[src/rtl/ccs_pkg.sv]
// package of offsets, field layouts, reset values and carriers for the can control/status block
package ccs_pkg;

    // register byte offsets on the wishbone bus
    localparam logic [7:0] OFS_MODE_CTRL  = 8'h00;
    localparam logic [7:0] OFS_MODE_STAT  = 8'h04;
    localparam logic [7:0] OFS_ERR_STAT   = 8'h08;
    localparam logic [7:0] OFS_IRQ_STAT   = 8'h0c;
    localparam logic [7:0] OFS_IRQ_MASK   = 8'h10;

    // mode control field positions
    localparam int REQ_MSB   = 7;
    localparam int REQ_LSB   = 5;
    localparam int ABORT_BIT = 4;
    localparam int WIN_MSB   = 3;
    localparam int WIN_LSB   = 1;

    // mode status field positions
    localparam int MODE_MSB  = 7;
    localparam int MODE_LSB  = 5;
    localparam int CODE_MSB  = 3;
    localparam int CODE_LSB  = 1;

    // reset values
    localparam logic [7:0] RST_MODE_CTRL = 8'h80;
    localparam logic [2:0] RST_MODE      = 3'h4;
    localparam logic [5:0] RST_IRQ_MASK  = 6'h00;

    // operating mode codes
    localparam logic [2:0] MODE_NORMAL   = 3'h0;
    localparam logic [2:0] MODE_DISABLE  = 3'h1;
    localparam logic [2:0] MODE_LOOPBACK = 3'h2;
    localparam logic [2:0] MODE_LISTEN   = 3'h3;
    localparam logic [2:0] MODE_CONFIG   = 3'h4;

    // buffer and interrupt source codes, shared by window select and interrupt code
    localparam logic [2:0] CODE_NONE  = 3'h0;
    localparam logic [2:0] CODE_ERROR = 3'h1;
    localparam logic [2:0] CODE_TRANSMIT_BUFFER_TWO  = 3'h2;
    localparam logic [2:0] CODE_TRANSMIT_BUFFER_ONE  = 3'h3;
    localparam logic [2:0] CODE_TRANSMIT_BUFFER_ZERO  = 3'h4;
    localparam logic [2:0] CODE_RECEIVE_BUFFER_ONE  = 3'h5;
    localparam logic [2:0] CODE_RECEIVE_BUFFER_ZERO  = 3'h6;
    localparam logic [2:0] CODE_WAKE  = 3'h7;

    // error counter thresholds
    localparam int LIM_WARN    = 95;
    localparam int LIM_PASSIVE = 127;
    localparam int LIM_BUSOFF  = 255;

    // wishbone request carrier
    typedef struct packed {
        logic        cyc;
        logic        stb;
        logic        we;
        logic [7:0]  adr;
        logic [3:0]  sel;
        logic [31:0] dat;
    } ccs_wb_req_t;

    // pending interrupt sources from the buffers and protocol engine
    typedef struct packed {
        logic wake;
        logic receive_buffer_zero;
        logic receive_buffer_one;
        logic transmit_buffer_zero;
        logic transmit_buffer_one;
        logic transmit_buffer_two;
        logic error;
    } ccs_irq_src_t;

    // error state status register layout
    typedef struct packed {
        logic rx0_ovfl;
        logic rx1_ovfl;
        logic tx_busoff;
        logic tx_passive;
        logic rx_passive;
        logic tx_warn;
        logic rx_warn;
        logic any_warn;
    } ccs_err_t;

endpackage : ccs_pkg

[src/rtl/ccs_control_status.sv]
// can controller mode control, interrupt code and error state status with wishbone slave
//
// The implementer's own choices: the register addresses and the Wishbone slave port.
`timescale 1ns/1ps

// Functional notes
// - mode request 1xx configuration, 011 listen, 010 loopback, 001 disable, 000 normal.
// - abort-all bit set aborts all three transmit buffers; clear lets them proceed.
// - window 101 rx1, 100 tx0, 011 tx1, 010 tx2, any other rx0.
// - the chosen buffer is mapped into the common access area.
// - mode status reports mode in force; codes 101 to 111 never shown.
// - interrupt code 111 wake, 110 rx0, 101 rx1, 100..010 tx0..tx2, 001 error.
// - interrupt code and window select share one buffer encoding.
// - receive buffer 0 overflow flag set on overflow, held until software clears.
// - receive buffer 1 overflow flag set on overflow, held until software clears.
// - transmit bus-off flag is one while transmit count exceeds 255.
// - transmit error-passive flag is one while transmit count exceeds 127.
// - receive error-passive flag is one while receive count exceeds 127.
// - transmit warning is one when count is above 95 and at most 127.
// - receive warning is one when count is above 95 and at most 127.
// - combined warning is the or of the transmit and receive warnings.
// - control bit 0 and status bits 4 and 0 always read zero.
module ccs_control_status #(
    parameter int CNT_W = 9
) (
    // clock and reset
    input  wire logic                  CLK,
    input  wire logic                  RESET_N,
    // wishbone slave
    input  wire ccs_pkg::ccs_wb_req_t  WB_REQ,
    output logic [31:0]                WB_DAT_O,
    output logic                       WB_ACK_O,
    // protocol engine mode handshake
    output logic [2:0]                 MODE_REQ,
    input  wire logic [2:0]            ENGINE_MODE,
    output logic                       ABORT_ALL,
    // buffer window
    output logic [4:0]                 WIN_BUF_EN,
    // interrupt sources and code
    input  wire ccs_pkg::ccs_irq_src_t IRQ_SRC,
    output logic [2:0]                 IRQ_CODE,
    // error counters and overflow events
    input  wire logic [CNT_W-1:0]      TX_ERR_CNT,
    input  wire logic [CNT_W-1:0]      RX_ERR_CNT,
    input  wire logic                  RX0_OVF_EV,
    input  wire logic                  RX1_OVF_EV,
    // interrupt output
    output logic                       IRQ
);

    // normalises a mode request, any top-bit value meaning configuration
    function automatic logic [2:0] mode_decode(input logic [2:0] req);
        mode_decode = req[2] ? ccs_pkg::MODE_CONFIG : req;
    endfunction : mode_decode

    // one-hot buffer enable from a buffer code: rx0, rx1, tx0, tx1, tx2
    function automatic logic [4:0] win_decode(input logic [2:0] code);
        unique case (code)
            ccs_pkg::CODE_RECEIVE_BUFFER_ONE: win_decode = 5'h02;
            ccs_pkg::CODE_TRANSMIT_BUFFER_ZERO: win_decode = 5'h04;
            ccs_pkg::CODE_TRANSMIT_BUFFER_ONE: win_decode = 5'h08;
            ccs_pkg::CODE_TRANSMIT_BUFFER_TWO: win_decode = 5'h10;
            default:            win_decode = 5'h01;
        endcase
    endfunction : win_decode

    logic [7:0]        ctrl_q;
    logic [2:0]        mode_q;
    logic [2:0]        code_q;
    logic [1:0]        ovfl_q;
    ccs_pkg::ccs_err_t err_d;
    ccs_pkg::ccs_err_t err_q;
    logic [5:0]        irq_stat_q;
    logic [5:0]        irq_mask_q;
    logic [5:0]        irq_ev;
    logic              ack_q;
    logic              wb_fire;
    logic              wr_fire;
    logic              rd_fire;
    logic [2:0]        code_d;
    logic              mode_ok;

    // bus handshake: answer one cycle after the request, act on the ack edge
    assign wb_fire = WB_REQ.cyc & WB_REQ.stb & ack_q;
    assign wr_fire = wb_fire & WB_REQ.we & WB_REQ.sel[0];
    assign rd_fire = wb_fire & ~WB_REQ.we;
    assign WB_ACK_O = ack_q;

    // ack generation
    always_ff @(posedge CLK or negedge RESET_N) begin
        if (!RESET_N) begin
            ack_q <= 1'b0;
        end else begin
            ack_q <= WB_REQ.cyc & WB_REQ.stb & ~ack_q;
        end
    end

    // mode control register, bit 0 kept at zero
    always_ff @(posedge CLK or negedge RESET_N) begin
        if (!RESET_N) begin
            ctrl_q <= ccs_pkg::RST_MODE_CTRL;
        end else if (wr_fire && WB_REQ.adr == ccs_pkg::OFS_MODE_CTRL) begin
            ctrl_q <= {WB_REQ.dat[7:1], 1'b0};
        end
    end

    // control outputs to engine and buffer window
    always_ff @(posedge CLK or negedge RESET_N) begin
        if (!RESET_N) begin
            MODE_REQ   <= ccs_pkg::MODE_CONFIG;
            ABORT_ALL  <= 1'b0;
            WIN_BUF_EN <= 5'h01;
        end else begin
            MODE_REQ   <= mode_decode(ctrl_q[ccs_pkg::REQ_MSB:ccs_pkg::REQ_LSB]);
            ABORT_ALL  <= ctrl_q[ccs_pkg::ABORT_BIT];
            WIN_BUF_EN <= win_decode(ctrl_q[ccs_pkg::WIN_MSB:ccs_pkg::WIN_LSB]);
        end
    end

    // mode in force tracks engine only on legal codes
    assign mode_ok = ENGINE_MODE <= ccs_pkg::MODE_CONFIG;

    always_ff @(posedge CLK or negedge RESET_N) begin
        if (!RESET_N) begin
            mode_q <= ccs_pkg::RST_MODE;
        end else if (mode_ok) begin
            mode_q <= ENGINE_MODE;
        end
    end

    // prioritised interrupt source code, highest code first
    always_comb begin
        if (IRQ_SRC.wake) begin
            code_d = ccs_pkg::CODE_WAKE;
        end else if (IRQ_SRC.receive_buffer_zero) begin
            code_d = ccs_pkg::CODE_RECEIVE_BUFFER_ZERO;
        end else if (IRQ_SRC.receive_buffer_one) begin
            code_d = ccs_pkg::CODE_RECEIVE_BUFFER_ONE;
        end else if (IRQ_SRC.transmit_buffer_zero) begin
            code_d = ccs_pkg::CODE_TRANSMIT_BUFFER_ZERO;
        end else if (IRQ_SRC.transmit_buffer_one) begin
            code_d = ccs_pkg::CODE_TRANSMIT_BUFFER_ONE;
        end else if (IRQ_SRC.transmit_buffer_two) begin
            code_d = ccs_pkg::CODE_TRANSMIT_BUFFER_TWO;
        end else if (IRQ_SRC.error) begin
            code_d = ccs_pkg::CODE_ERROR;
        end else begin
            code_d = ccs_pkg::CODE_NONE;
        end
    end

    always_ff @(posedge CLK or negedge RESET_N) begin
        if (!RESET_N) begin
            code_q <= ccs_pkg::CODE_NONE;
        end else begin
            code_q <= code_d;
        end
    end

    assign IRQ_CODE = code_q;

    // overflow flags: event sets, a written zero clears, set wins
    always_ff @(posedge CLK or negedge RESET_N) begin
        if (!RESET_N) begin
            ovfl_q <= 2'b00;
        end else begin
            for (int i = 0; i < 2; i++) begin
                if ((i == 0 && RX0_OVF_EV) || (i == 1 && RX1_OVF_EV)) begin
                    ovfl_q[i] <= 1'b1;
                end else if (wr_fire && WB_REQ.adr == ccs_pkg::OFS_ERR_STAT
                             && !WB_REQ.dat[7-i]) begin
                    ovfl_q[i] <= 1'b0;
                end
            end
        end
    end

    // error state flags from the counters, overflow flags from ovfl_q
    always_comb begin
        err_d            = '0;
        err_d.rx0_ovfl   = ovfl_q[0];
        err_d.rx1_ovfl   = ovfl_q[1];
        err_d.tx_busoff  = TX_ERR_CNT > CNT_W'(ccs_pkg::LIM_BUSOFF);
        err_d.tx_passive = TX_ERR_CNT > CNT_W'(ccs_pkg::LIM_PASSIVE);
        err_d.rx_passive = RX_ERR_CNT > CNT_W'(ccs_pkg::LIM_PASSIVE);
        err_d.tx_warn    = TX_ERR_CNT > CNT_W'(ccs_pkg::LIM_WARN)
                           && TX_ERR_CNT <= CNT_W'(ccs_pkg::LIM_PASSIVE);
        err_d.rx_warn    = RX_ERR_CNT > CNT_W'(ccs_pkg::LIM_WARN)
                           && RX_ERR_CNT <= CNT_W'(ccs_pkg::LIM_PASSIVE);
        err_d.any_warn   = err_d.tx_warn | err_d.rx_warn;
    end

    always_ff @(posedge CLK or negedge RESET_N) begin
        if (!RESET_N) begin
            err_q <= '0;
        end else begin
            err_q <= err_d;
        end
    end

    // events: overflows, bus-off, passive and warning entry, mode change
    assign irq_ev = {mode_ok && ENGINE_MODE != mode_q,
                     err_d.any_warn & ~err_q.any_warn,
                     (err_d.tx_passive | err_d.rx_passive)
                         & ~(err_q.tx_passive | err_q.rx_passive),
                     err_d.tx_busoff & ~err_q.tx_busoff,
                     RX1_OVF_EV,
                     RX0_OVF_EV};

    // sticky interrupt status, cleared by its read, set wins
    always_ff @(posedge CLK or negedge RESET_N) begin
        if (!RESET_N) begin
            irq_stat_q <= 6'h00;
        end else if (rd_fire && WB_REQ.adr == ccs_pkg::OFS_IRQ_STAT) begin
            // only bits returned by this read clear, later arrivals survive
            irq_stat_q <= (irq_stat_q & ~WB_DAT_O[5:0]) | irq_ev;
        end else begin
            irq_stat_q <= irq_stat_q | irq_ev;
        end
    end

    // interrupt mask register
    always_ff @(posedge CLK or negedge RESET_N) begin
        if (!RESET_N) begin
            irq_mask_q <= ccs_pkg::RST_IRQ_MASK;
        end else if (wr_fire && WB_REQ.adr == ccs_pkg::OFS_IRQ_MASK) begin
            irq_mask_q <= WB_REQ.dat[5:0];
        end
    end

    assign IRQ = |(irq_stat_q & irq_mask_q);

    // read data, registered with the ack; unmapped reads return zero
    always_ff @(posedge CLK or negedge RESET_N) begin
        if (!RESET_N) begin
            WB_DAT_O <= 32'h0000_0000;
        end else if (WB_REQ.cyc && WB_REQ.stb && !ack_q && !WB_REQ.we) begin
            unique case (WB_REQ.adr)
                ccs_pkg::OFS_MODE_CTRL: WB_DAT_O <= {24'h00_0000, ctrl_q};
                ccs_pkg::OFS_MODE_STAT:
                    WB_DAT_O <= {24'h00_0000, mode_q, 1'b0, code_q, 1'b0};
                ccs_pkg::OFS_ERR_STAT:  WB_DAT_O <= {24'h00_0000, err_q};
                ccs_pkg::OFS_IRQ_STAT:  WB_DAT_O <= {26'h000_0000, irq_stat_q};
                ccs_pkg::OFS_IRQ_MASK:  WB_DAT_O <= {26'h000_0000, irq_mask_q};
                default:                WB_DAT_O <= 32'h0000_0000;
            endcase
        end
    end

    // checks
    chk_req_config: assert property (@(posedge CLK) disable iff (!RESET_N)
        ctrl_q[ccs_pkg::REQ_MSB] |=> MODE_REQ == ccs_pkg::MODE_CONFIG)
        else $error("config request not decoded");

    chk_abort_follow: assert property (@(posedge CLK) disable iff (!RESET_N)
        $rose(ctrl_q[ccs_pkg::ABORT_BIT]) |=> ABORT_ALL ##1 (ABORT_ALL || !$past(ctrl_q[4])))
        else $error("abort-all not driven");

    chk_window_rx0: assert property (@(posedge CLK) disable iff (!RESET_N)
        (ctrl_q[3:1] inside {3'h0, 3'h1, 3'h6, 3'h7}) |=> WIN_BUF_EN == 5'h01)
        else $error("window default not receive buffer 0");

    chk_window_code: assert property (@(posedge CLK) disable iff (!RESET_N)
        IRQ_SRC == 7'h08 ##1 ctrl_q[3:1] == code_q |=> WIN_BUF_EN == 5'h04)
        else $error("copied code selects wrong buffer");

    chk_mode_legal: assert property (@(posedge CLK) disable iff (!RESET_N)
        mode_q <= ccs_pkg::MODE_CONFIG)
        else $error("reserved mode reported");

    chk_mode_engine: assert property (@(posedge CLK) disable iff (!RESET_N)
        !$stable(mode_q) |-> mode_q == $past(ENGINE_MODE))
        else $error("mode changed without engine");

    chk_code_wake: assert property (@(posedge CLK) disable iff (!RESET_N)
        IRQ_SRC.wake |=> IRQ_CODE == ccs_pkg::CODE_WAKE)
        else $error("wake not top priority");

    chk_code_none: assert property (@(posedge CLK) disable iff (!RESET_N)
        IRQ_SRC == '0 |=> IRQ_CODE == ccs_pkg::CODE_NONE)
        else $error("code without source");

    chk_ovfl_sticky: assert property (@(posedge CLK) disable iff (!RESET_N)
        (RX0_OVF_EV || (ovfl_q[0] && !(wr_fire && WB_REQ.adr == ccs_pkg::OFS_ERR_STAT
            && !WB_REQ.dat[7]))) |=> ovfl_q[0])
        else $error("overflow flag lost");

    chk_ovfl_one: assert property (@(posedge CLK) disable iff (!RESET_N)
        RX1_OVF_EV |=> ovfl_q[1] ##1 err_q.rx1_ovfl)
        else $error("overflow 1 flag not set");

    chk_busoff_flag: assert property (@(posedge CLK) disable iff (!RESET_N)
        TX_ERR_CNT > 9'd255 |=> err_q.tx_busoff)
        else $error("bus-off flag missing");

    chk_warn_band: assert property (@(posedge CLK) disable iff (!RESET_N)
        TX_ERR_CNT == 9'd96 |=> err_q.tx_warn && err_q.any_warn && !err_q.tx_passive)
        else $error("warning band wrong");

    chk_rx_flags: assert property (@(posedge CLK) disable iff (!RESET_N)
        RX_ERR_CNT == 9'd128 |=> err_q.rx_passive && !err_q.rx_warn)
        else $error("receive passive wrong");

    chk_irq_level: assert property (@(posedge CLK) disable iff (!RESET_N)
        RX0_OVF_EV && irq_mask_q[0] |=> IRQ)
        else $error("masked-in event gave no interrupt");

    chk_abort_clear: assert property (@(posedge CLK) disable iff (!RESET_N)
        !ctrl_q[ccs_pkg::ABORT_BIT] |=> !ABORT_ALL)
        else $error("abort-all driven while bit clear");

    chk_ctrl_bit0: assert property (@(posedge CLK) disable iff (!RESET_N)
        ctrl_q[0] == 1'b0)
        else $error("control bit 0 not zero");

    chk_passive_tx: assert property (@(posedge CLK) disable iff (!RESET_N)
        TX_ERR_CNT == 9'd128 |=> err_q.tx_passive && !err_q.tx_warn)
        else $error("transmit passive wrong");

    chk_warn_rx: assert property (@(posedge CLK) disable iff (!RESET_N)
        RX_ERR_CNT == 9'd96 |=> err_q.rx_warn && err_q.any_warn && !err_q.rx_passive)
        else $error("receive warning band wrong");

    chk_warn_quiet: assert property (@(posedge CLK) disable iff (!RESET_N)
        TX_ERR_CNT <= 9'd95 && RX_ERR_CNT <= 9'd95 |=> !err_q.any_warn)
        else $error("warning without counter");

    chk_code_rx0: assert property (@(posedge CLK) disable iff (!RESET_N)
        !IRQ_SRC.wake && IRQ_SRC.receive_buffer_zero |=> IRQ_CODE == ccs_pkg::CODE_RECEIVE_BUFFER_ZERO)
        else $error("receive buffer 0 priority wrong");

    chk_ack_pulse: assert property (@(posedge CLK) disable iff (!RESET_N)
        WB_ACK_O |=> !WB_ACK_O)
        else $error("ack longer than one cycle");

    chk_event_kept: assert property (@(posedge CLK) disable iff (!RESET_N)
        irq_ev != 6'h00 |=> (irq_stat_q & $past(irq_ev)) == $past(irq_ev))
        else $error("interrupt event lost");

    chk_mode_hold: assert property (@(posedge CLK) disable iff (!RESET_N)
        !mode_ok |=> $stable(mode_q))
        else $error("mode moved on reserved engine code");

endmodule : ccs_control_status

[config.mk]
export PLATFORM = sky130hd
export DESIGN_NAME = ccs_control_status
export DESIGN_NICKNAME = d
export VERILOG_FILES = /design/src/rtl/ccs_pkg.sv /design/src/rtl/ccs_control_status.sv
export SDC_FILE = /design/constraint.sdc
export NUM_CORES = 1
export LEC_CHECK = 0
export BUFFER_PORTS_ARGS = -buffer_cell sky130_fd_sc_hd__clkbuf_2
export CAP_MARGIN = 20
export CORE_MARGIN = 2
export CORE_UTILIZATION = 49
export CTS_CLUSTER_SIZE = 8
export DETAILED_ROUTE_END_ITERATION = 10
export GPL_TIMING_DRIVEN = 0
export PLACE_DENSITY_LB_ADDON = 0.12
export SYNTH_ARGS = -nofsm -noshare
export SYNTH_HDL_FRONTEND = slang
export SYNTH_SLANG_ARGS = --single-unit
[constraint.sdc]
create_clock -name CLK -period 2.9 [get_ports CLK]
set_input_delay 0.58 -clock CLK [delete_from_list [all_inputs] [get_ports CLK]]
set_output_delay 0.58 -clock CLK [all_outputs]
set_load 0.1 [all_outputs]
==> summary.txt, run 1 <==
Run status
  • Status: complete, no violations

Synthesis
  • Post-Syn Area: 0.00250 mm²
  • Post-Syn Instances: 218
  • Average footprint of a synthesized cell: 11.5 µm²
  • Top-count cell post-synth: dfrtp_1
  • Asr flop ratio synth: 1.00
  • Seq/Total Area, Yosys: 0.532
  • Yosys reg bits: 53
  • Synth Area in Adders: 0
  • Synth top area share: 0.490
  • Compound-gate portion of the synthesized area: 0.0955
  • Xor and xnor area share after synthesis: 0.00700
  • Synth area leaders: dfrtp_1 (49%), buf_4 (7.2%), mux2_2 (6.3%), dfstp_2 (4.2%), mux4_2 (3.6%)
  • Ys Warns: 0
  • Netlist cell types: 44
  • Largest family of logic cells by synthesized area: simple AND/OR/NAND/NOR gates
  • Yosys top cell by area: dfrtp_1
  • Post-synth EDFFs: 0
  • Post-Synth Simple-Gate Area: 0.161
  • Main flop type after synthesis: dfrtp_1
  • Post-synth top cells: dfrtp_1 (49), buf_4 (24), nand2_1 (21)
  • Post-synthesis mux area share: 0.111

Setup path
  • Crit path arrival time: 2.55 ns
  • CP required: 3.09 ns
  • Kind of critical path: in2reg
  • Crit path launch type: primary input
  • Max FO, Critical Path: 6
  • Slowest CP cell: nor4_1
  • Crit path cell chain: clkbuf_2 -> or4_4 -> nor4_1 -> nand2_1 -> a32o_1
  • Worst path max stage delay: 0.98 ns
  • Crit path capture type: flop

Routing
  • Vias per Instance: 4.97
  • Final wirelength: 5.21 mm
  • Drt first pass iters: 4
  • Vias after detailed routing: 1,898
  • DRC viols: 0
  • WL per Instance: 13.6 µm
  • Initial DRC count: 102
  • Final ANT Viol Nets: 0

Floorplanning
  • I/O pin total: 125
  • Initial Util: 0.500
  • Die Outline Area: 0.00570 mm²
  • Die span in y: 75.5 µm
  • Die W: 75.5 µm
  • Core ar.: 0.00501 mm²
  • Cell Rows: 26

Layout
  • Nets: 390
  • Post-layout util: 0.618
  • Fin cells: 382
  • Sequential Area: 0.00133 mm²
  • Antenna diodes: 0
  • Fill count: 446
  • Area grow syn2layout: 23.7%
  • Layout cells sized above 1: 0.404
  • Area of the multi-input gates: 0.00103 mm²

Clock tree
  • TritonCTS buffer count: 5
  • Cts repair resizes: 0
  • TritonCTS clock tree: done
  • CTS Buffer Depth: 2
  • CTS Hold Bufs: 0
  • Skew-Pair Late Insertion Delay: 0.30 ns
  • Post-CTS Setup Bufs: 0
  • Clock slew at reported path FFs: 0.09 ns
  • Root buffer cell: clkbuf_8
  • CTS H-tree lvls: 2
  • Clk sinks: 53

GRT
  • Initial antenna violation count: 0
  • Largest net degree at the start of global routing: 37
  • Total gr overflow: 0
  • Vias in the first global route: 1,705
  • First-pass GRT wire length: 8.18 mm
  • All-Layer GR Usage: 0.193

Place
  • Detailed Place HPWL: 4.01 mm
  • IO Port Bufs: 62
  • Placed Cells incl. Taps: 374
  • RePlAce Congestion: 0.832

STA
  • RSZ-0062 raised after global routing: false
  • Fin crit share: 0.814
  • Minimum clock period: 2.36 ns
  • Setup TNS Final: 0 ns
  • Fin Clk Skew: 0.00300 ns
  • Final hold viol count: 0
  • Worst rel slew slack: 0.227
  • Final slew viol count: 0
  • Maximum clock frequency: 424 MHz
  • # setup viols final: 0
  • Slew @ Worst Pin: 1.15 ns

Pwr
  • IR drop worst, VDD: 0.000235 V
  • P_leak: 1.56 nW
  • PwrDens: 480 mW/mm²

Run
  • Max-cap violations: 0

Worst hold path
  • HP Class: in2async
## stage by stage
stage	cell area [µm²]	hold WS (ns)	worst slack (ns)	power, W
6_report	3100	0.223	0.540	0.00149
4_1_cts	3100	0.225	0.580	0.00150
2_1_floorplan	2590	0.284	0.334	0.00101
3_5_place_dp	3010	0.363	0.267	0.00108
5_1_grt	3100	0.251	0.511	0.00155
3_3_place_gp	2990	0.357	0.253	0.00108
## final cells by class
cell class              instances  area share
plain buffers                  29      0.0646
clock buffers                   8      0.0291
inverters                       8     0.00969
multi-input cells             151       0.332
flip-flops and latches         53       0.430
well taps                      70      0.0283
repair buffers                 63       0.107
## metal layers
layer  vias to the layer above  wire, µm  GRT usage
met4                         0        58     0.0682
met1                       911      2400      0.281
met2                        66      2420      0.294
met5                         -         0          0
li1                        917         -          -
met3                         4       333     0.0317
## placed cells by master, fill, tap and decap left out, types with 5 or more instances in the layout
master / n
buf_4: 24
a22o_1: 6
dfrtp_1: 49
nand2_1: 21
a21oi_1: 6
nor2_1: 13
clkbuf_2: 62
conb_1: 24
a22oi_1: 8
nor3_1: 5
clkbuf_1: 5
clkbuf_8: 6
inv_1: 8
mux2_2: 14
## where the power goes
| part | total (W) | switching, W | internal [W] |
|---|---|---|---|
| Combinational | 0.000309 | 0.000234 | 0.0000751 |
| Sequential | 0.000761 | 0.0000101 | 0.000751 |
| Clock | 0.000417 | 0.000222 | 0.000195 |
| Total | 0.00149 | 0.000466 | 0.00102 |
## worst paths after layout
check	start	to	slack, ns	cells past startpoint
max	WB_REQ[37]	irq_stat_q[5]	0.54	5
min	RESET_N	WIN_BUF_EN[4]	0.22	1
max reg2reg	WB_ACK_O	WB_DAT_O[5]	0.86	5
min reg2reg	ovfl_q[1]	err_q[6]	0.38	0
max in group asynchronous	RESET_N	mode_q[2]	2.05	2
min in group CLK	ovfl_q[1]	err_q[6]	0.38	0
## flip-flops by register name, summed over array words and instances (netlist names), 5 cells and up
register and count:
irq_stat_q 6, irq_mask_q 6, ctrl_q 7, WB_DAT_O 8
WIN_BUF_EN 5, err_q 8
## critical path: cells and delay by family
kind	cells	cell delay (ns)
compound gates	1	0.23
buf+inv	1	0.09
simple gates	3	1.64
## cell families (layout without fill, tap and decap cells)
| family | Yosys count | count (layout) |
|---|---|---|
| AND/OR/NAND/NOR | 70 | 70 |
| flip-flops | 53 | 53 |
| buffers and inverters | 37 | 108 |
| AO/OA/AOI/OAI | 34 | 34 |
| multiplexers | 21 | 21 |
| XOR/XNOR | 2 | 2 |
| other | 1 | 24 |
Note: power is estimated with default switching activity, not from simulation.
==> inputs of run 2 (changes only) <==
--- a/config.mk
+++ b/config.mk
@@ -8,7 +8,7 @@
 export BUFFER_PORTS_ARGS = -buffer_cell sky130_fd_sc_hd__clkbuf_2
 export CAP_MARGIN = 20
 export CORE_MARGIN = 2
-export CORE_UTILIZATION = 49
+export CORE_UTILIZATION = 46
 export CTS_CLUSTER_SIZE = 8
 export DETAILED_ROUTE_END_ITERATION = 10
 export GPL_TIMING_DRIVEN = 0
==> constraint.sdc (replaced) <==
create_clock -name CLK -period 2.22 [get_ports CLK]
set_input_delay 0.444 -clock CLK [delete_from_list [all_inputs] [get_ports CLK]]
set_output_delay 0.444 -clock CLK [all_outputs]
set_load 0.1 [all_outputs]
==> summary.txt, run 2 (synthesized netlist as in run 1, its figures left out) <==
Place
  • Detailed Place HPWL: 4.12 mm (+2.7%)
  • Place WS: -0.333 ns (-0.600 ns)
  • Placed Cells incl. Taps: 374 (unchanged)
  • IO Port Bufs: 62 (unchanged)
  • RePlAce Congestion: 0.809 (-2.8%)

Layout
  • Largest registers: WB_DAT_O: 8 flops, err_q: 8 flops, ctrl_q: 7 flops
  • Sequential Area: 0.00133 mm² (about the same)
  • Area grow syn2layout: 24.9%
  • Antenna diodes: 0 (unchanged)
  • Fin cells: 384 (+0.52%)
  • Layout cells sized above 1: 0.414 (+0.0102)
  • Leading cell types in the layout, fill and taps excluded: clkbuf_2 (62), dfrtp_1 (48), buf_4 (26), conb_1 (24), nand2_1 (21)
  • Area of the multi-input gates: 0.00103 mm² (+0.61%)
  • Nets: 392 (+0.51%)
  • Fill count: 455 (+2.0%)
  • Most common cell after layout, fill and taps aside: clkbuf_2
  • Post-layout util: 0.605 (-0.0136)

STA
  • RSZ-0062 raised after global routing: false
  • Fin crit share: 0.965
  • Slew @ Worst Pin: 0.806 ns (-0.343 ns)
  • Worst setup margin: 0.0770 ns (-0.463 ns)
  • Final hold viol count: 0 (unchanged)
  • # setup viols final: 0 (unchanged)
  • Hold WS: 0.201 ns (-0.0216 ns)
  • Fin Clk Skew: 0.00408 ns (+0.00108 ns)
  • Maximum clock frequency: 467 MHz
  • Minimum clock period: 2.14 ns
  • Final slew viol count: 0 (unchanged)
  • Worst rel slew slack: 0.458 (+0.231)

GRT
  • Largest net degree at the start of global routing: 31 (-16%)
  • Vias in the first global route: 1,867 (+9.5%)
  • First-pass GRT wire length: 8.74 mm (+6.8%)
  • Busiest grt layer: met2
  • All-Layer GR Usage: 0.186 (-0.00672)
  • Met3 usage: 0.0465 (+0.0148)
  • M2 GR Usage: 0.290 (-0.00406)
  • Total gr overflow: 0 (unchanged)
  • Initial antenna violation count: 0 (unchanged)
  • Met1 Use GR: 0.254 (-0.0273)

Setup path
  • Worst reg2reg setup slack: 0.20 ns (-0.66 ns)
  • Critical Path Start: WB_REQ[37]
  • Worst path max stage delay: 0.57 ns (-0.41 ns)
  • Kind of critical path: in2reg
  • CP delay by family, top: simple AND/OR/NAND/NOR gates
  • FF-to-FF path depth: 5 (unchanged)
  • Worst R2R Start: WB_ACK_O
  • R2R Path End: WB_DAT_O[5]
  • WP depth: 6 (+1)
  • Crit path launch type: primary input
  • Crit path capture type: flop
  • Crit path arrival time: 2.34 ns (-0.21 ns)
  • CP required: 2.42 ns (-0.67 ns)
  • Max FO, Critical Path: 4 (-2)
  • WP buf/inv: 2 (+1)
  • Crit-path most repeated cell: or4_4
  • Slowest CP cell: or4_4
  • Critical path endpoint: ctrl_q[4]
  • Crit path cell chain: clkbuf_2 -> or4_4 -> or4_4 -> nor3_4 -> buf_4 -> mux2_2

Clock tree
  • TritonCTS buffer count: 5 (unchanged)
  • TritonCTS clock tree: done
  • CTS Hold Bufs: 0 (unchanged)
  • CTS H-tree lvls: 2 (unchanged)
  • Clk sinks: 53 (unchanged)
  • Root buffer cell: clkbuf_8
  • CTS Buffer Depth: 2 (unchanged)
  • Clock slew at reported path FFs: 0.09 ns (about the same)
  • Skew-Pair Late Insertion Delay: 0.31 ns (about the same)

Routing
  • Vias per Instance: 5.02 (+1.1%)
  • Drt first pass iters: 4 (unchanged)
  • WL per Instance: 13.9 µm (+2.1%)
  • Initial DRC count: 102 (unchanged)
  • Vias after detailed routing: 1,928 (+1.6%)
  • Final ANT Viol Nets: 0 (unchanged)
  • Final wirelength: 5.35 mm (+2.6%)
  • DRC viols: 0 (unchanged)

Floorplanning
  • Cell Rows: 26 (unchanged)
  • Die Outline Area: 0.00605 mm² (+6.2%)
  • I/O pin total: 125 (unchanged)
  • Initial Util: 0.484 (-0.0157)
  • Die span in y: 77.8 µm (+3.0%)
  • Die W: 77.8 µm (+3.0%)
  • Core ar.: 0.00517 mm² (+3.2%)

Pwr
  • PwrDens: 625 mW/mm² (+30%)
  • P_leak: 1.58 nW (+0.88%)
  • IR drop worst, VDD: 0.000325 V (+38%)

Run
  • Max-cap violations: 0 (unchanged)

Run status
  • Status: complete, no violations

Worst hold path
  • HP Class: in2async
## run 2: changes by cell type in the layout (fill, tap and decap cells not counted)
cell	before	now
buf_12	1	0
buf_4	24	26
nor4_1	2	1
dfrtp_1	49	48
dfrtp_2	0	1
buf_16	0	1
nor4_2	0	1
## run 2: worst register-to-register path: stages (launching register included)
cell and delay (ns):
dfrtp_2 0.43, nand4bb_1 0.21, clkbuf_1 0.29, nor3_1 0.67, a22oi_1 0.22, nand2_1 0.13
## run 2: final cells by class
cell class	instances	area share
well taps	70	0.0280
multi-input cells	151	0.331
plain buffers	29	0.0640
clock buffers	8	0.0288
inverters	8	0.00960
repair buffers	65	0.113
flip-flops and latches	53	0.426
## run 2: metal layers
layer / wire length [µm] / vias to the layer above
met5: 0 / -
met4: 85 / 0
met3: 341 / 8
met2: 2460 / 72
met1: 2460 / 936
li1: - / 912
## run 2: timing repair
action / CTS / global route
endpoints found under the setup margin: 3 / 6
pin swaps: 1 / 0
setup buffers: 2 / 0
gates resized for setup: 0 / 1
## run 2: worst min path at each step
stage / end / slack (ns)
6_report: IRQ_CODE[1] / 0.20
5_1_grt: WIN_BUF_EN[2] / 0.26
4_1_cts: WIN_BUF_EN[2] / 0.23
3_5_place_dp: err_q[6] / 0.36
3_3_place_gp: err_q[6] / 0.36
2_1_floorplan: ABORT_ALL / 0.15
## run 2: metrics by stage
stage | instance area [µm²] | setup TNS [ns] | power, W
3_3_place_gp | 2990 | -4.04 | 0.00141
3_5_place_dp | 3020 | -4.25 | 0.00142
6_report | 3130 | 0 | 0.00195
4_1_cts | 3120 | 0 | 0.00197
5_1_grt | 3130 | 0 | 0.00204
2_1_floorplan | 2590 | -0.163 | 0.00132
## run 2: where the power goes
part           internal, W  switching (W)
registers         0.000981      0.0000127
logic            0.0000996       0.000307
clock network     0.000255       0.000298
total              0.00134       0.000618
==> inputs of run 3 (changes only) <==
--- a/config.mk
+++ b/config.mk
@@ -5,10 +5,11 @@
 export SDC_FILE = /design/constraint.sdc
 export NUM_CORES = 1
 export LEC_CHECK = 0
+export ABC_AREA = 1
 export BUFFER_PORTS_ARGS = -buffer_cell sky130_fd_sc_hd__clkbuf_2
 export CAP_MARGIN = 20
 export CORE_MARGIN = 2
-export CORE_UTILIZATION = 46
+export CORE_UTILIZATION = 47
 export CTS_CLUSTER_SIZE = 8
 export DETAILED_ROUTE_END_ITERATION = 10
 export GPL_TIMING_DRIVEN = 0
==> summary.txt, run 3 <==
Floorplanning
  • Die Outline Area: 0.00628 mm² (+3.8%)
  • Die W: 79.3 µm (+1.9%)
  • Initial Util: 0.486 (+0.00225)
  • I/O pin total: 125 (unchanged)
  • Cell Rows: 27 (+3.8%)
  • Die span in y: 79.3 µm (+1.9%)
  • Core ar.: 0.00547 mm² (+5.8%)

STA
  • Hold WS: 0.166 ns (-0.0353 ns)
  • RSZ-0062 raised after global routing: false
  • Setup TNS Final: 0 ns (unchanged)
  • Fin Clk Skew: 0.00909 ns (+0.00501 ns)
  • Worst setup margin: 0.180 ns (+0.103 ns)
  • Fin crit share: 0.919 (-0.0465)
  • Maximum clock frequency: 490 MHz (+5.1%)
  • # setup viols final: 0 (unchanged)
  • Slew @ Worst Pin: 0.713 ns (-0.0932 ns)
  • Minimum clock period: 2.04 ns (-0.103 ns)
  • Worst rel slew slack: 0.525 (+0.0671)
  • Final slew viol count: 0 (unchanged)
  • Final hold viol count: 0 (unchanged)

Clock tree
  • Clk sinks: 53 (unchanged)
  • CTS Buffer Depth: 2 (unchanged)
  • CTS H-tree lvls: 2 (unchanged)
  • Post-CTS Setup Bufs: 0 (-2)
  • CTS Hold Bufs: 0 (unchanged)
  • Clock slew at reported path FFs: 0.09 ns (about the same)
  • TritonCTS clock tree: done
  • Skew-Pair Late Insertion Delay: 0.31 ns (about the same)
  • Root buffer cell: clkbuf_8
  • Cts repair resizes: 0 (unchanged)
  • TritonCTS buffer count: 5 (unchanged)

Layout
  • Layout cells sized above 1: 0.321 (-0.0930)
  • Sequential Area: 0.00133 mm² (about the same)
  • Fin cells: 477 (+24%)
  • Post-layout util: 0.604 (about the same)
  • Area of the multi-input gates: 0.00103 mm² (-0.36%)
  • Area grow syn2layout: 24.3%
  • Fill count: 515 (+13%)
  • Antenna diodes: 0 (unchanged)
  • Nets: 483 (+23%)
  • Leading cell types in the layout, fill and taps excluded: nand2_1 (64), clkbuf_2 (63), dfrtp_1 (49), inv_1 (42), nand3_1 (30)
  • Most common cell after layout, fill and taps aside: nand2_1
  • Largest registers: WB_DAT_O: 8 flops, err_q: 8 flops, ctrl_q: 7 flops

Synthesis
  • Netlist cell types: 34 (-23%)
  • Seq/Total Area, Yosys: 0.500 (-0.0315)
  • Xor and xnor area share after synthesis: 0.00987 (+0.00288)
  • Post-synthesis mux area share: 0.00846 (-0.102)
  • Top-count cell post-synth: nand2_1
  • Compound-gate portion of the synthesized area: 0.0846 (-0.0108)
  • Yosys reg bits: 53 (unchanged)
  • Post-Synth Simple-Gate Area: 0.251 (+0.0892)
  • Largest family of logic cells by synthesized area: simple AND/OR/NAND/NOR gates
  • Main flop type after synthesis: dfrtp_1
  • Post-synth top cells: nand2_1 (64), dfrtp_1 (49), inv_1 (42)
  • Ys Warns: 0 (unchanged)
  • Synth top area share: 0.461 (-0.0290)
  • Post-Syn Instances: 310 (+42%)
  • Asr flop ratio synth: 1.00 (unchanged)
  • Post-Syn Area: 0.00266 mm² (+6.3%)
  • Post-synth EDFFs: 0 (unchanged)
  • Synth Area in Adders: 0 (unchanged)
  • Average footprint of a synthesized cell: 8.58 µm² (-25%)
  • Yosys top cell by area: dfrtp_1
  • Synth area leaders: dfrtp_1 (46%), nand2_1 (9.0%), buf_4 (6.8%), inv_1 (5.9%), nand3_1 (5.6%)

Pwr
  • IR drop worst, VDD: 0.000405 V (+24%)
  • Logic pwr share: 0.229 (+0.021)
  • Sw Pwr: 0.000760 W (+23%)
  • P_leak: 1.80 nW (+14%)
  • Seq pwr share: 0.442 (-0.067)
  • PwrDens: 698 mW/mm² (+12%)
  • Sw Ratio: 0.329 (+0.0129)
  • Cell Int Power: 0.00155 W (+16%)
  • Clk network pwr share: 0.329 (+0.046)

GRT
  • First-pass GRT wire length: 9.35 mm (+6.9%)
  • Initial antenna violation count: 0 (unchanged)
  • Vias in the first global route: 1,958 (+4.9%)
  • Total gr overflow: 0 (unchanged)
  • All-Layer GR Usage: 0.199 (+0.0125)
  • Largest net degree at the start of global routing: 28 (-9.7%)

Place
  • RePlAce Congestion: 0.839 (+3.7%)
  • Placed Cells incl. Taps: 469 (+25%)
  • Place WS: 0.490 ns (+0.822 ns)
  • IO Port Bufs: 63 (+1.6%)
  • Detailed Place HPWL: 4.60 mm (+12%)

Run status
  • Status: complete, no violations

Routing
  • Drt first pass iters: 4 (unchanged)
  • Final ANT Viol Nets: 0 (unchanged)
  • Vias per Instance: 4.52 (-10%)
  • Initial DRC count: 112 (+9.8%)
  • DRC viols: 0 (unchanged)
  • Final wirelength: 5.75 mm (+7.4%)
  • Vias after detailed routing: 2,156 (+12%)
  • WL per Instance: 12.1 µm (-14%)

Setup path
  • Crit path arrival time: 1.60 ns (-0.74 ns)
  • Kind of critical path: reg2out
  • Crit path capture type: output port
  • Slowest CP cell: dfrtp_1
  • CP required: 1.78 ns (-0.64 ns)
  • WP buf/inv: 1 (-1)
  • CP delay by family, top: flip-flops
  • Worst path max stage delay: 0.42 ns (-0.15 ns)
  • Crit-path most repeated cell: nand2_1
  • Crit path cell chain: nand2_1 -> nand2_1 -> a221oi_1 -> nand3_1 -> clkbuf_2
  • Crit path launch type: flop
  • Max FO, Critical Path: 3 (-1)

Worst hold path
  • HP Class: in2async

Run
  • Max-cap violations: 0 (unchanged)
## run 3: cell type report
class / count / area share
clock inverter: 3 / 0.0197
timing repair buffer: 64 / 0.101
multi-input combinational: 208 / 0.312
clock buffer: 5 / 0.0208
sequential: 53 / 0.403
tap: 72 / 0.0272
buffer: 28 / 0.0658
inverter: 44 / 0.0507
## run 3: stage by stage
stage,total power [W],instance area [µm²]
final,0.00231,3310
after global routing,0.00240,3310
after floorplan,0.00146,2750
after global placement,0.00156,3150
after detailed placement,0.00157,3170
after CTS,0.00233,3310
## run 3: path summary, 6_finish.rpt
path | cells after the start | end | startpoint | slack [ns]
worst min-delay path | 1 | WIN_BUF_EN[3] | RESET_N | 0.17
min in group CLK | 2 | IRQ_CODE[0] | IRQ_SRC[5] | 0.34
worst max-delay path | 5 | IRQ | irq_stat_q[5] | 0.18
worst max register to register | 6 | ctrl_q[5] | WB_ACK_O | 0.78
max in group asynchronous | 2 | mode_q[2] | RESET_N | 1.39
worst min register to register | 0 | err_q[7] | ovfl_q[0] | 0.38
## run 3: cells by family after synthesis
logic type                after synthesis
AOI/OAI and AO/OA                      37
xor gates and xnor gates                3
buffers and inverters                  72
DFF                                    53
muxes                                   2
other                                   1
and+or+nand+nor                       142
## run 3: power by group through the flow
stage               registers (W)  clock network [W]  logic [W]
floorplan                 0.00117                  0   0.000286
finish                    0.00102           0.000760   0.000528
detailed placement        0.00104                  0   0.000529
global placement          0.00104                  0   0.000518
CTS                       0.00102           0.000780   0.000530
global route              0.00102           0.000818   0.000560
## run 3: layer usage
layer	up-vias	global-route usage	wire, µm
met2	73	0.312	2710
met5	-	0	0
li1	1114	-	-
met1	961	0.272	2550
met3	8	0.0477	396
met4	0	0.0655	87
